**config.mk**
```make
export PLATFORM = sky130hd
export DESIGN_NAME = adc_sample_sequencer
export DESIGN_NICKNAME = d
export VERILOG_FILES = /design/src/seq_pkg.sv /design/src/adc_sample_sequencer.sv /design/src/result_store.sv
export SDC_FILE = /design/constraint.sdc
export NUM_CORES = 1
export LEC_CHECK = 0
export BUFFER_PORTS_ARGS = -buffer_cell sky130_fd_sc_hd__buf_4
export CAP_MARGIN = 20
export CORE_AREA = 4 4 121 112
export DETAILED_ROUTE_END_ITERATION = 16
export DIE_AREA = 0 0 125 116
export PLACE_DENSITY = 0.63
export SYNTH_ARGS = -nofsm -noshare
export SYNTH_HDL_FRONTEND = slang
export SYNTH_HIERARCHICAL = 1
export SYNTH_SLANG_ARGS = --single-unit
```
**constraint.sdc**
```tcl
create_clock -name clk_sys -period 1.9 [get_ports clk_sys]
set_clock_uncertainty 0.15 [all_clocks]
set_input_delay 0.19 -clock clk_sys [delete_from_list [all_inputs] [get_ports clk_sys]]
set_output_delay 0.19 -clock clk_sys [all_outputs]
set_load 0.1 [all_outputs]
```
**src/seq_pkg.sv**
```systemverilog
// Constants, types and register map shared by the sample sequencer files
package seq_pkg;

  // Bus and data widths
  localparam int DATA_W = 12;
  localparam int CODE_W = 11;
  localparam int ADDR_W = 4;
  localparam int NUM_CH = 4;
  localparam int CNT_W  = 6;

  typedef logic [DATA_W-1:0] data_t;
  typedef logic [CODE_W-1:0] code_t;
  typedef logic [ADDR_W-1:0] addr_t;
  typedef logic [1:0]        chan_t;
  typedef logic [CNT_W-1:0]  cnt_t;

  // Register offsets on the parallel bus
  localparam addr_t ADDR_RESULT_PHASE_ONE   = 4'h0;
  localparam addr_t ADDR_RESULT_PHASE_TWO   = 4'h1;
  localparam addr_t ADDR_RESULT_PHASE_THREE = 4'h2;
  localparam addr_t ADDR_RESULT_AUXILIARY   = 4'h3;
  localparam addr_t ADDR_CHANNEL_CONFIG     = 4'h4;
  localparam addr_t ADDR_SOURCE_STATUS      = 4'h5;

  // Channel indices, in conversion order
  localparam chan_t CH_PHASE_ONE   = 2'h0;
  localparam chan_t CH_PHASE_TWO   = 2'h1;
  localparam chan_t CH_PHASE_THREE = 2'h2;
  localparam chan_t CH_AUXILIARY   = 2'h3;

  // Field positions in channel_config_reg and source_status_reg
  localparam int CFG_AUX_BIT         = 2;
  localparam int CFG_THREE_PHASE_BIT = 3;
  localparam int CFG_IRQ_EN_BIT      = 7;
  localparam int STAT_ADC_BIT        = 0;

  // Reset value and writable bits of channel_config_reg, and the result reset value
  localparam data_t CFG_RESET      = 12'h000;
  localparam data_t CFG_WRITE_MASK = 12'h08C;
  localparam data_t RESULT_RESET   = 12'h000;

  // Sequence timing in system clock cycles
  localparam cnt_t ACQ_CYCLES   = 6'h14;
  localparam cnt_t CONV_CYCLES  = 6'h28;
  localparam cnt_t REACQ_CYCLES = 6'h14;

  // Sequencer states
  typedef enum logic [1:0] {
    ST_REACQ = 2'b00,
    ST_IDLE  = 2'b01,
    ST_ACQ   = 2'b10,
    ST_CONV  = 2'b11
  } seq_state_e;

  // One result write into the result store
  typedef struct packed {
    logic  en;
    chan_t idx;
    data_t data;
  } result_wr_s;

endpackage

```
**src/adc_sample_sequencer.sv**
```systemverilog
// Acquisition and conversion sequencer with its parallel register interface
//
// Overview of operation
// - Acquire 20 clock cycles after a start, whatever the group size.
// - Hold all four inputs together, then convert selected ones in turn.
// - Each channel takes 40 cycles; a group ends 20 plus 40n after start.
// - A group always has at least two channels.
// - Only convert_start begins a group; register writes never do.
// - After reset only phase two and phase three are converted.
// - Config bit 3 selects three-phase mode with all phase inputs.
// - Finished results read in any order without disturbing each other.
// - Config bit 7 enables the end-of-conversion interrupt.
// - With interrupt enabled, request goes active when a group completes.
// - Status bit 0 shows the converter completed a group, even with the interrupt disabled.
// - Reading the status register clears its flag bits.
// - Each channel has its own result register.
// - Result is 11-bit two's complement, left-justified, LSB zero.
// - 20 cycles of reacquisition after a group; starts during it are deferred.
`timescale 1ns/1ps
module adc_sample_sequencer (
  // Clock and reset
  input  wire logic           clk_sys,
  input  wire logic           reset_n,
  // Parallel register bus
  input  wire logic           cs_n,
  input  wire logic           rd_n,
  input  wire logic           wr_n,
  input  wire seq_pkg::addr_t addr,
  input  wire seq_pkg::data_t data_in,
  output      seq_pkg::data_t data_out,
  output      logic           data_oe,
  // Conversion request
  input  wire logic           convert_start,
  // Analog front end and converter
  output      logic           sha_hold,
  output      seq_pkg::chan_t adc_channel,
  input  wire seq_pkg::code_t adc_code,
  // Interrupt request, active low
  output      logic           irq_n
);
  import seq_pkg::*;

  // Sequencer registers
  seq_state_e state_r;
  seq_state_e state_nxt;
  cnt_t       cnt_r;
  cnt_t       cnt_nxt;
  chan_t      chan_r;
  chan_t      chan_nxt;
  logic       pend_r;
  logic       pend_nxt;
  logic       grp_aux_r;
  logic       grp_aux_nxt;
  logic       start_q_r;
  logic       group_done;
  result_wr_s res_wr;

  // Bus registers
  data_t      cfg_r;
  data_t      data_out_r;
  addr_t      addr_q_r;
  logic       rd_act_q_r;
  logic       wr_act_q_r;
  logic       rd_load_r;
  logic       adc_flag_r;
  data_t      store_rd_data;

  // Bus strobes: each access acts once, on its first sampled cycle
  wire rd_act    = !cs_n && !rd_n;
  wire wr_act    = !cs_n && !wr_n;
  wire rd_start  = rd_act && !rd_act_q_r;
  wire wr_start  = wr_act && !wr_act_q_r;
  wire cfg_write = wr_start && (addr == ADDR_CHANNEL_CONFIG);
  wire stat_read = rd_load_r && (addr_q_r == ADDR_SOURCE_STATUS);
  wire is_result = (addr_q_r[ADDR_W-1:2] == 2'h0);

  // Start edge; a held level does not start a second group
  wire start_rise = convert_start && !start_q_r;

  // Group shape taken from config at launch
  wire cfg_three  = cfg_r[CFG_THREE_PHASE_BIT];
  wire cfg_aux    = cfg_r[CFG_AUX_BIT];
  wire cnt_acq_end  = (cnt_r == ACQ_CYCLES - 6'h01);
  wire cnt_conv_end = (cnt_r == CONV_CYCLES - 6'h01);
  wire cnt_rq_end   = (cnt_r == REACQ_CYCLES - 6'h01);
  wire last_chan    = (chan_r == CH_AUXILIARY) || ((chan_r == CH_PHASE_THREE) && !grp_aux_r);
  wire launch_req   = start_rise || pend_r;

  // Default mode starts at phase two so even the smallest group holds two channels
  wire chan_t first_chan = cfg_three ? CH_PHASE_ONE : CH_PHASE_TWO;

  // Sequencer next state
  always_comb begin
    state_nxt   = state_r;
    cnt_nxt     = cnt_r;
    chan_nxt    = chan_r;
    pend_nxt    = pend_r;
    grp_aux_nxt = grp_aux_r;
    group_done  = 1'b0;
    case (state_r)
      ST_REACQ: begin
        // Inputs settle again; a start seen here waits instead of being lost
        cnt_nxt  = cnt_r + 6'h01;
        pend_nxt = pend_r || start_rise;
        if (cnt_rq_end) begin
          state_nxt = ST_IDLE;
          cnt_nxt   = '0;
        end
      end
      ST_IDLE: begin
        if (launch_req) begin
          // Only the pin launches a group
          state_nxt   = ST_ACQ;
          cnt_nxt     = '0;
          pend_nxt    = 1'b0;
          chan_nxt    = first_chan;
          grp_aux_nxt = cfg_aux;
        end
      end
      ST_ACQ: begin
        // Fixed acquisition regardless of group size; starts here are ignored
        cnt_nxt = cnt_r + 6'h01;
        if (cnt_acq_end) begin
          state_nxt = ST_CONV;
          cnt_nxt   = '0;
        end
      end
      ST_CONV: begin
        // One converter walks the held channels in order
        cnt_nxt = cnt_r + 6'h01;
        if (cnt_conv_end) begin
          cnt_nxt = '0;
          if (last_chan) begin
            state_nxt  = ST_REACQ;
            group_done = 1'b1;
          end else begin
            chan_nxt = chan_r + 2'h1;
          end
        end
      end
      default: begin
        state_nxt = ST_REACQ;
        cnt_nxt   = '0;
      end
    endcase
  end

  // Result written in the last conversion cycle, left-justified with LSB zero
  assign res_wr.en   = (state_r == ST_CONV) && cnt_conv_end;
  assign res_wr.idx  = chan_r;
  assign res_wr.data = {adc_code, 1'b0};

  // Sequencer registers; reset starts with a reacquire interval
  always_ff @(posedge clk_sys or negedge reset_n) begin
    if (!reset_n) begin
      state_r   <= ST_REACQ;
      cnt_r     <= '0;
      chan_r    <= CH_PHASE_TWO;
      pend_r    <= 1'b0;
      grp_aux_r <= 1'b0;
      start_q_r <= 1'b0;
    end else begin
      state_r   <= state_nxt;
      cnt_r     <= cnt_nxt;
      chan_r    <= chan_nxt;
      pend_r    <= pend_nxt;
      grp_aux_r <= grp_aux_nxt;
      start_q_r <= convert_start;
    end
  end

  // Hold stays on through every conversion of the group
  assign sha_hold    = (state_r == ST_CONV);
  assign adc_channel = chan_r;

  // Result registers
  result_store u_store (
    .clk_sys (clk_sys),
    .reset_n (reset_n),
    .wr      (res_wr),
    .rd_idx  (addr[1:0]),
    .rd_data (store_rd_data)
  );

  // Config register; only bits 2, 3 and 7 are stored, so all other bits always read zero
  always_ff @(posedge clk_sys or negedge reset_n) begin
    if (!reset_n) begin
      cfg_r <= CFG_RESET;
    end else if (cfg_write) begin
      cfg_r <= data_in & CFG_WRITE_MASK;
    end
  end

  // Completion flag: a new completion wins over the clearing read
  always_ff @(posedge clk_sys or negedge reset_n) begin
    if (!reset_n) begin
      adc_flag_r <= 1'b0;
    end else if (group_done) begin
      adc_flag_r <= 1'b1;
    end else if (stat_read) begin
      adc_flag_r <= 1'b0;
    end
  end

  // Read data selection; store data lag one cycle behind the address
  wire data_t stat_word = data_t'({adc_flag_r}) << STAT_ADC_BIT;
  wire data_t rd_mux    = is_result ? store_rd_data :
                          (addr_q_r == ADDR_CHANNEL_CONFIG) ? cfg_r :
                          (addr_q_r == ADDR_SOURCE_STATUS) ? stat_word : 12'h000;

  // Bus tracking; read data are latched once and held for the whole strobe
  always_ff @(posedge clk_sys or negedge reset_n) begin
    if (!reset_n) begin
      rd_act_q_r <= 1'b0;
      wr_act_q_r <= 1'b0;
      rd_load_r  <= 1'b0;
      addr_q_r   <= '0;
      data_out_r <= '0;
    end else begin
      rd_act_q_r <= rd_act;
      wr_act_q_r <= wr_act;
      rd_load_r  <= rd_start;
      if (rd_start) begin
        addr_q_r <= addr;
      end
      if (rd_load_r) begin
        data_out_r <= rd_mux;
      end
    end
  end

  assign data_out = data_out_r;
  assign data_oe  = rd_act;

  // Interrupt only while enabled and the flag is set
  assign irq_n = !(adc_flag_r && cfg_r[CFG_IRQ_EN_BIT]);

endmodule

```
**src/result_store.sv**
```systemverilog
// Four dedicated result registers with a registered read port
`timescale 1ns/1ps
module result_store (
  // Clock and reset
  input  wire logic               clk_sys,
  input  wire logic               reset_n,
  // Write from the sequencer
  input  wire seq_pkg::result_wr_s wr,
  // Read port
  input  wire seq_pkg::chan_t     rd_idx,
  output      seq_pkg::data_t     rd_data
);
  import seq_pkg::*;

  data_t mem   [NUM_CH];
  data_t rd_data_r;

  // One register per channel; a write touches only its own entry
  genvar i;
  generate
    for (i = 0; i < NUM_CH; i++) begin : g_entry
      wire hit = wr.en && (wr.idx == chan_t'(i));
      always_ff @(posedge clk_sys or negedge reset_n) begin
        if (!reset_n) begin
          mem[i] <= RESULT_RESET;
        end else if (hit) begin
          mem[i] <= wr.data;
        end
      end
    end
  endgenerate

  // Reads have no side effect, so any order is safe
  always_ff @(posedge clk_sys or negedge reset_n) begin
    if (!reset_n) begin
      rd_data_r <= RESULT_RESET;
    end else begin
      rd_data_r <= mem[rd_idx];
    end
  end

  assign rd_data = rd_data_r;

endmodule

```
Word-level counts from Yosys, hierarchy flattened:

Index checks and enable logic that the tools add are counted.

* flip-flop bits (word level): 92
* input bits: 33
* output and inout bits: 17
* logic and storage cells: 102

* $add $sub $neg: 2
* order comparisons: 1
* equal/unequal tests: 17
* muxes and demuxes: 28
* bitwise operators: 1
* reductions and logical operators: 35

Operators by type and width (count)
* 12-bit two-way mux: 3
* 12-bit binary-select mux with 2-bit select: 1
* 6-bit two-way mux: 3
* 6-bit case mux with 3 select lines: 1
* 2-bit two-way mux: 8
* 1-bit logical AND: 14
* 4-bit by 3-bit equality test with 1-bit output (second input constant): 3
* 2-bit equality test (second input constant): 4
* 1-bit zero test: 8
* 1-bit two-way mux: 8
* 8-bit two-way mux: 1
* 2-bit inequality test (second input constant): 4
* 2-bit case mux with 4 select lines: 1
* 6-bit by 1-bit adder with 6-bit output (second input constant): 1
* 6-bit by 5-bit equality test with 1-bit output (second input constant): 1
* 6-bit equality test (second input constant): 1
* 2-bit zero test: 3
* 2-bit nonzero test: 3
* 5-bit AND reduction: 1
* 2-bit by 1-bit equality test with 1-bit output (second input constant): 2
* 2-bit by 1-bit inequality test with 1-bit output (second input constant): 2
* 2-bit case mux with 2 select lines: 1
* 2-bit AND reduction: 2
* 4-bit AND reduction: 1
* other kinds (6): 7

Longest topological paths before layout:

Gate-level depths: netlist of the first run.

* depth in word-level cells: 7
* gate-level depth with buffers: 7
* depth with buffers taken out: 7

Hierarchy:

The synthesis of the first run kept the hierarchy.

By module, submodules not included
* result_store: times used 1, cells each 130, area each 2383.5 um^2, seq. area each 1501.4 um^2
* adc_sample_sequencer: times used 1, cells each 160, area each 1719.1 um^2, seq. area each 902.1 um^2

Least setup slack after synthesis of the first run:

Ideal clock, no wire load.

* path kind: register -> register
* start point: register state_r[1]
* end point: register u_store/mem[37] in the netlist's numbering
* setup time: 125 ps
* arrival time: 2318 ps
* data required time: 1625 ps
* path slack: -692 ps
* cell stages (with the launch flop): 8
* path buffers: 2
* period minus slack after synthesis: 2592 ps
* path through: dfrtp_1 -> ha_1 -> buf_6 -> nand2_1 -> inv_1 -> nor3b_2 -> buf_4 -> mux2_2

RTL lines
* start: declaration: RTL line adc_sample_sequencer.sv:44 `seq_state_e state_r;`
* start signal: assignment: RTL line adc_sample_sequencer.sv:163 `state_r <= state_nxt;`
* end signal: indexed assignment: RTL line result_store.sv:27 `mem[i] <= wr.data;`
* end: declaration: RTL line result_store.sv:15 `data_t mem [NUM_CH];`

==> results.json, run 1 <==
{
  "status": "complete, but fails checks",
  "failed_checks": "negative setup slack",
  "cts-htree-levels": 3,
  "leakage_nw": 2.44,
  "gr-total-overflow": 0,
  "cts.clk_slew.worst_paths_ns": 0.06,
  "final-setup-viol-count": 12,
  "finalHoldViolations": 0,
  "clock_latency_ns": 0.34,
  "cts-root-buf": "clkbuf_16",
  "vias": 2568,
  "post_cts_buffers": 0,
  "fp.coreArea_sq_um": 12400,
  "worstPathRequired_ns": 1.97,
  "cts_max_path_buffers": 2,
  "grt_first_pass_wirelength_um": 14000,
  "startpoint": "cnt_r[1]",
  "sequentialPowerShare_pct": 40.9,
  "layout.nets": 422,
  "slew_viol_final": 0,
  "antenna_found_initial": 0,
  "grt_pass1_vias": 2776,
  "synth_top_area_share_pct": 57.9,
  "avgRoutedWirePerCell_um": 15.0,
  "p_comb_share_pct": 29.7,
  "rows": 39,
  "internal_power_mw": 3.98,
  "yosysMostFrequentCell": "dfrtp_1",
  "synth_cell_type_count": 45,
  "die_height_um": 116,
  "ys_ff_latch": 96,
  "die_x_um": 125,
  "start_util_pct": 33.1,
  "synth_top_flop_cell": "dfrtp_1",
  "reg2reg_to": "u_store/mem[40]",
  "worst-setup-path-type": "reg -> reg",
  "worstPathMaxFanout": 12,
  "route.detailed.drc": 0,
  "rsz0062_at_grt": "yes",
  "dpl.hpwl_um": 5510,
  "hold_path.class": "in -> reg",
  "ys.warnings.count": 6,
  "firstDrtPassIters": 4,
  "p_sw_share_pct": 32.4,
  "routed_wl_um": 8210,
  "r2r_cells": 7,
  "grt_use_total_pct": 12.1,
  "critPathLaunchType": "flop",
  "synth-edff-count": 0,
  "port_buffers": 40,
  "via_per_inst": 4.68,
  "die-area_sq_um": 14500,
  "synthTopCellsByCount": "95 x dfrtp_1, 57 x mux2_2, 19 x nand2_1, 14 x inv_1, 12 x mux4_2",
  "pwr-share-clk_pct": 29.4,
  "hold_start": "cs_n",
  "synth_top_cell_by_area": "dfrtp_1",
  "cts.sinks": 96,
  "max_freq_mhz": 519,
  "fin_ws_ns": -0.0260,
  "fin_crit_ns": 1.93,
  "place.gp.congestion": 0.753,
  "ys_seq_area_share_pct": 58.6,
  "syn_area_sq_um": 4100,
  "grt_max_degree": 39,
  "place_inst": 513,
  "r2r_setup_slack_ns": -0.03,
  "drv_cap": 0,
  "hold_path_depth": 3,
  "drive_above_1_share_pct": 45.7,
  "num_antenna_cells": 0,
  "place_area_sq_um": 4830,
  "critPathCaptureType": "flop",
  "ios": 50,
  "period_share_pct": 101,
  "crit_arrival_ns": 2.00,
  "drtIter0Drc": 126,
  "power_switching_mw": 1.91,
  "synth_async_sr_flop_share_pct": 100,
  "syn_avg_cell_area_sq_um": 14.1,
  "r2r_start": "cnt_r[1]",
  "fin_setup_tns_ns": -0.186,
  "power_density_nw_per_um2": 1090,
  "cts_tree": "yes",
  "final_area_sq_um": 5410,
  "max-vdd-ir-drop_mv": 0.404,
  "synth_cells": 290,
  "min_to": "rd_load_r",
  "ant_nets": 0,
  "layout.cells.non_filler": 549,
  "netlist_top_cells_area": "dfrtp_1 58%, mux2_2 16%, mux4_2 6.6%",
  "area_growth_pct": 31.9,
  "total_power_mw": 5.89,
  "cts_made_buffers": 9
}
placed cells by master, fill, tap and decap left out, drive strengths merged, types with 2 or more instances in the layout:
master,count
dfrtp,95
buf,67
mux2,59
dlygate4sd3,22
nand2,19
inv,16
o21ai,13
mux4,12
clkbuf,11
nor2,9
nor2b,8
ha,7
nand3,5
nor3,5
conb,4
a21oi,4
nand3b,3
a221o,3
nor3b,3
a211o,2
a31oi,2
worst max-delay path, stage by stage, from the launching register on:
cell and delay, ns:
dfrtp_1 0.36, ha_2 0.19, and4_4 0.23, nand2_2 0.06, inv_2 0.07, nor3b_4 0.22, buf_12 0.18, mux2_2 0.34
metal layers:
metal / routed length (um) / global-route usage [%] / up-vias
met2: 4150 / 20.7 / 34
met5: 0 / 0 / -
li1: - / - / 1214
met1: 3700 / 15.1 / 1310
met4: 102 / 4.62 / 0
met3: 251 / 2.86 / 10
registers in the layout, summed over array words and instances (netlist names), 2 cells and up:
| name | count |
|---|---|
| adc_channel | 2 |
| cnt_r | 6 |
| data_out | 12 |
| u_store/rd_data | 12 |
| state_r | 2 |
| addr_q_r | 4 |
| cfg_r | 3 |
| u_store/mem | 48 |
worst max-delay path by stage:
stage	to	slack [ns]	depth (start not counted)
floorplan	u_store/mem[37]	-0.12	7
global placement	adc_channel[1]	-0.01	6
detailed placement	u_store/mem[44]	-0.06	7
CTS	u_store/mem[44]	-0.03	7
global route	u_store/mem[41]	-0.11	7
finish	u_store/mem[40]	-0.03	7
area by class of cell:
type                            instances  area [sq um]
Clock buffer                           11           233
Tap cell                              164           205
Multi-Input combinational cell        171          1680
Sequential cell                        96          2400
Inverter                               15          56.3
Timing Repair Buffer                   89           790
Fill cell                            1132          6980
Clock inverter                          3          43.8
cells by family after synthesis:
family	after synthesis	synth area share (%)
AOI/OAI and AO/OA	29	5.00
xor gates and xnor gates	1	0.214
adders and majority gates	7	2.13
buffers and inverters	26	3.17
DFF	96	58.6
muxes	72	23.1
other	1	0.0914
and+or+nand+nor	58	7.69
power by group through the flow:
stage / clock network, mW / registers [mW] / logic, mW
2_1_floorplan: 0 / 2.67 / 0.885
3_3_place_gp: 0 / 2.42 / 1.57
3_5_place_dp: 0 / 2.44 / 1.59
4_1_cts: 1.78 / 2.40 / 1.67
5_1_grt: 1.85 / 2.44 / 1.90
6_report: 1.73 / 2.41 / 1.75
metrics by stage:
stage / setup slack (ns) / hold WS [ns] / utilization [%]
floorplan: -0.120 / -0.256 / -
global placement: -0.0109 / 0.0283 / 39.0
detailed placement: -0.0585 / 0.0376 / 39.0
CTS: -0.0271 / 0.0208 / 43.2
global route: -0.111 / 0.0304 / 43.7
finish: -0.0260 / 0.0336 / 43.7
what timing repair did:
item                                    CTS  global route
hold buffers                             22             0
pin swaps                                 1             9
endpoints found under the hold margin    87             0
endpoints found under the setup margin   16            17
resized for setup                         8            14
No activity file was read; power rests on OpenSTA's default activity.
==> run 2: changes to the inputs <==
SETUP_SLACK_MARGIN = 0.05   (was not set)
SKIP_CTS_REPAIR_TIMING = 1   (was not set)
==> results.json, run 2 (same netlist as run 1, synthesis figures left out) <==
{
  "ios": 50,
  "cts_max_path_buffers": 2,
  "layout.cells.non_filler": 562,
  "grt_pass1_vias": 2647,
  "failed_checks": "negative setup slack",
  "critPathCaptureType": "flop",
  "fp.coreArea_sq_um": 12400,
  "cts.clk_slew.worst_paths_ns": 0.07,
  "leakage_nw": 2.62,
  "dpl.hpwl_um": 5600,
  "layout.nets": 433,
  "area_growth_pct": 38.4,
  "crit_arrival_ns": 2.01,
  "hold_path.class": "in -> reg",
  "rows": 39,
  "max_freq_mhz": 517,
  "critPathLaunchType": "flop",
  "ant_nets": 0,
  "die_x_um": 125,
  "cts_tree": "yes",
  "worstPathMaxFanout": 12,
  "num_antenna_cells": 0,
  "final_cell_mix": "95 x dfrtp_1, 68 x buf_4, 42 x mux2_2",
  "total_power_mw": 6.27,
  "max-vdd-ir-drop_mv": 0.468,
  "grt_use_total_pct": 12.0,
  "rsz0062_at_grt": "yes",
  "place_inst": 514,
  "die_height_um": 116,
  "cts-htree-levels": 3,
  "worstPathRequired_ns": 1.98,
  "via_per_inst": 4.77,
  "largest_register_ffs": 48,
  "finalHoldViolations": 0,
  "clock_latency_ns": 0.34,
  "vias": 2683,
  "grtUsageMet1_pct": 14.9,
  "route.detailed.drc": 0,
  "routed_wl_um": 9280,
  "final-setup-viol-count": 27,
  "postLayoutCoreUtil_pct": 45.8,
  "start_util_pct": 33.1,
  "use_met3_pct": 3.27,
  "regMostFlops": "u_store/mem",
  "busiest_layer": "met2",
  "place_area_sq_um": 4860,
  "firstDrtPassIters": 4,
  "nFillCells": 1119,
  "final_area_sq_um": 5680,
  "fin_hold_ws_ns": 0.0381,
  "die-area_sq_um": 14500,
  "antenna_found_initial": 0,
  "final_common_cell": "dfrtp_1",
  "drv_cap": 0,
  "drive_above_1_share_pct": 49.0,
  "pre_cts_slack_ns": -0.0852,
  "slew_viol_final": 0,
  "cts-root-buf": "clkbuf_16",
  "fin_setup_tns_ns": -0.554,
  "worst-setup-path-type": "reg -> reg",
  "place.gp.congestion": 0.766,
  "period_share_pct": 102,
  "gr-total-overflow": 0,
  "status": "complete, but fails checks",
  "cts.sinks": 96,
  "grt_first_pass_wirelength_um": 13600,
  "fin_crit_ns": 1.94,
  "cts_made_buffers": 9,
  "r2r_setup_slack_ns": -0.04,
  "port_buffers": 40,
  "fin_ws_ns": -0.0361,
  "grt_max_degree": 36,
  "power_density_nw_per_um2": 1100,
  "grtUsageMet2_pct": 20.1,
  "avgRoutedWirePerCell_um": 16.5,
  "drtIter0Drc": 219
}
[run 2: final cells by class]
| cell class | instances | area, sq um | area share (%) |
|---|---|---|---|
| Clock buffer | 11 | 243 | 4.27 |
| Inverter | 15 | 58.8 | 1.04 |
| Timing Repair Buffer | 100 | 923 | 16.3 |
| Tap cell | 164 | 205 | 3.61 |
| Clock inverter | 5 | 61.3 | 1.08 |
| Multi-Input combinational cell | 171 | 1780 | 31.4 |
| Sequential cell | 96 | 2400 | 42.3 |
[run 2: final timing paths]
kind / to / startpoint / cells after the start
worst max-delay path: u_store/mem[13] / cnt_r[0] / 8
min in group asynchronous: data_out[10] / reset_n / 2
max in group asynchronous: adc_channel[0] / reset_n / 3
worst max register to register: u_store/mem[13] / cnt_r[0] / 8
worst min register to register: data_out[9] / u_store/rd_data[9] / 2
worst min-delay path: rd_load_r / cs_n / 3
[run 2: where the power goes]
part | total (mW) | internal (mW) | switching [mW]
registers | 2.40 | 2.26 | 0.145
logic | 2.03 | 0.873 | 1.15
clock network | 1.84 | 1.07 | 0.775
total | 6.27 | 4.20 | 2.07
[run 2: worst max-delay path: stages (launching register included)]
cell and delay (ns):
dfrtp_1 0.41, ha_4 0.18, and4_4 0.19, nand2_4 0.08
inv_4 0.03, buf_4 0.13, nand3b_1 0.13, buf_12 0.17
mux2_2 0.34
[run 2: layer usage]
metal | share of wire [%] | vias to the layer above
met5 | 0 | -
met4 | 1.5 | 0
met3 | 3.5 | 10
met2 | 51 | 43
met1 | 44 | 1386
li1 | - | 1244
==> run 3: changes to the inputs <==
clock period = 1.6 ns   (was 1.9 ns; I/O delays follow)
==> results.json, run 3 (same netlist as run 1, synthesis figures left out) <==
{
  "ant_nets": 0,
  "area_growth_pct": 45.6,
  "final_cell_mix": "93 x dfrtp_1, 71 x buf_4, 48 x mux2_4",
  "postLayoutCoreUtil_pct": 48.2,
  "cts-htree-levels": 3,
  "layout.nets": 445,
  "r2r_cells": 7,
  "rows": 39,
  "cts-root-buf": "clkbuf_16",
  "fp.coreArea_sq_um": 12400,
  "regArea_sq_um": 2410,
  "grt_max_degree": 32,
  "hold_path_depth": 3,
  "crit_arrival_ns": 2.04,
  "route.detailed.drc": 0,
  "vias": 2696,
  "crit_chain": "ha_4, and4_4, nand2_4, inv_2, nor3b_4, clkbuf_16, mux2_4",
  "cts_max_path_buffers": 2,
  "critPathLaunchType": "flop",
  "grt_first_pass_wirelength_um": 13500,
  "antenna_found_initial": 0,
  "slew_viol_final": 0,
  "drtIter0Drc": 155,
  "clock_latency_ns": 0.34,
  "fin_setup_tns_ns": -15.29,
  "cts_made_buffers": 9,
  "total_power_mw": 7.70,
  "hold_start": "cs_n",
  "avgRoutedWirePerCell_um": 16.0,
  "layout.cells.non_filler": 574,
  "crit_slowest_cell": "dfrtp_1",
  "r2r_start": "cnt_r[1]",
  "fin_crit_ns": 1.96,
  "routed_wl_um": 9210,
  "place.gp.congestion": 0.780,
  "die_x_um": 125,
  "port_buffers": 40,
  "period_share_pct": 123,
  "fin_ws_ns": -0.361,
  "rsz0062_at_grt": "yes",
  "max_freq_mhz": 510,
  "worst-setup-path-type": "reg -> reg",
  "place_inst": 524,
  "die_height_um": 116,
  "multi_input_area_sq_um": 1970,
  "fin_hold_ws_ns": 0.00440,
  "min_to": "rd_load_r",
  "worstPathMaxFanout": 6,
  "gr-total-overflow": 0,
  "start_util_pct": 33.1,
  "final_area_sq_um": 5970,
  "leakage_nw": 2.80,
  "nFillCells": 1067,
  "dpl.hpwl_um": 5830,
  "grt_pass1_vias": 2616,
  "hold_path.class": "in -> reg",
  "num_antenna_cells": 0,
  "finalHoldViolations": 0,
  "grt_use_total_pct": 12.0,
  "power_density_nw_per_um2": 1290,
  "reg2reg_to": "u_store/mem[47]",
  "status": "complete, but fails checks",
  "failed_checks": "negative setup slack",
  "critPathCaptureType": "flop",
  "via_per_inst": 4.70,
  "cp_slowest_stage_delay_ns": 0.40,
  "final-setup-viol-count": 59,
  "cts.clk_slew.worst_paths_ns": 0.07,
  "regMostFlops": "u_store/mem",
  "cts.sinks": 96,
  "final_common_cell": "dfrtp_1",
  "ios": 50,
  "drv_cap": 0,
  "pre_cts_slack_ns": -0.320,
  "drive_above_1_share_pct": 52.4,
  "max-vdd-ir-drop_mv": 0.639,
  "largest_register_ffs": 48,
  "place_area_sq_um": 4950,
  "r2r_setup_slack_ns": -0.36,
  "cts_tree": "yes",
  "die-area_sq_um": 14500,
  "firstDrtPassIters": 4,
  "worstPathRequired_ns": 1.67
}
==> run 3: cell count changes in the layout (fill, tap and decap cells not counted), moves of 3 or more <==
cell,previous run,this run
buf_6,2,9
mux2_2,42,11
buf_4,68,71
mux2_4,17,48
inv_2,5,2
==> run 3: worst max-delay path by stage <==
stage	from	to	slack [ns]
after global routing	cnt_r[1]	u_store/mem[47]	-0.42
after floorplan	state_r[1]	u_store/mem[37]	-0.42
final	cnt_r[1]	u_store/mem[47]	-0.36
after detailed placement	cnt_r[1]	u_store/mem[38]	-0.32
after global placement	cnt_r[4]	u_store/mem[43]	-0.27
after CTS	cnt_r[1]	u_store/mem[40]	-0.32
==> run 3: power breakdown <==
group | internal, mW | total, mW | switching [mW]
clock | 1.11 | 2.03 | 0.921
sequential | 2.69 | 2.90 | 0.213
combinational | 1.30 | 2.77 | 1.46
==> run 3: area by class of cell <==
class	instances	area share (%)
tap	164	3.44
inverter	15	1.07
timing repair buffer	112	17.6
clock buffer	11	4.06
sequential	96	40.3
multi-input combinational	171	32.9
clock inverter	5	0.649
==> run 3: worst max-delay path, delay by kind of cell (launching register included) <==
kind / cells / cell delay, ns
AND/OR/NAND/NOR: 3 / 0.58
flip-flops: 1 / 0.40
multiplexers: 1 / 0.30
buffers and inverters: 2 / 0.27
adder cells (fa/ha/maj): 1 / 0.15
==> run 3: layer usage <==
| metal | vias to the layer above | GRT usage (%) | routed length [um] |
|---|---|---|---|
| li1 | 1256 | - | - |
| met1 | 1378 | 14.9 | 4170 |
| met2 | 47 | 19.7 | 4550 |
| met3 | 15 | 3.27 | 283 |
| met4 | 0 | 5.49 | 204 |
| met5 | - | 0 | 0 |
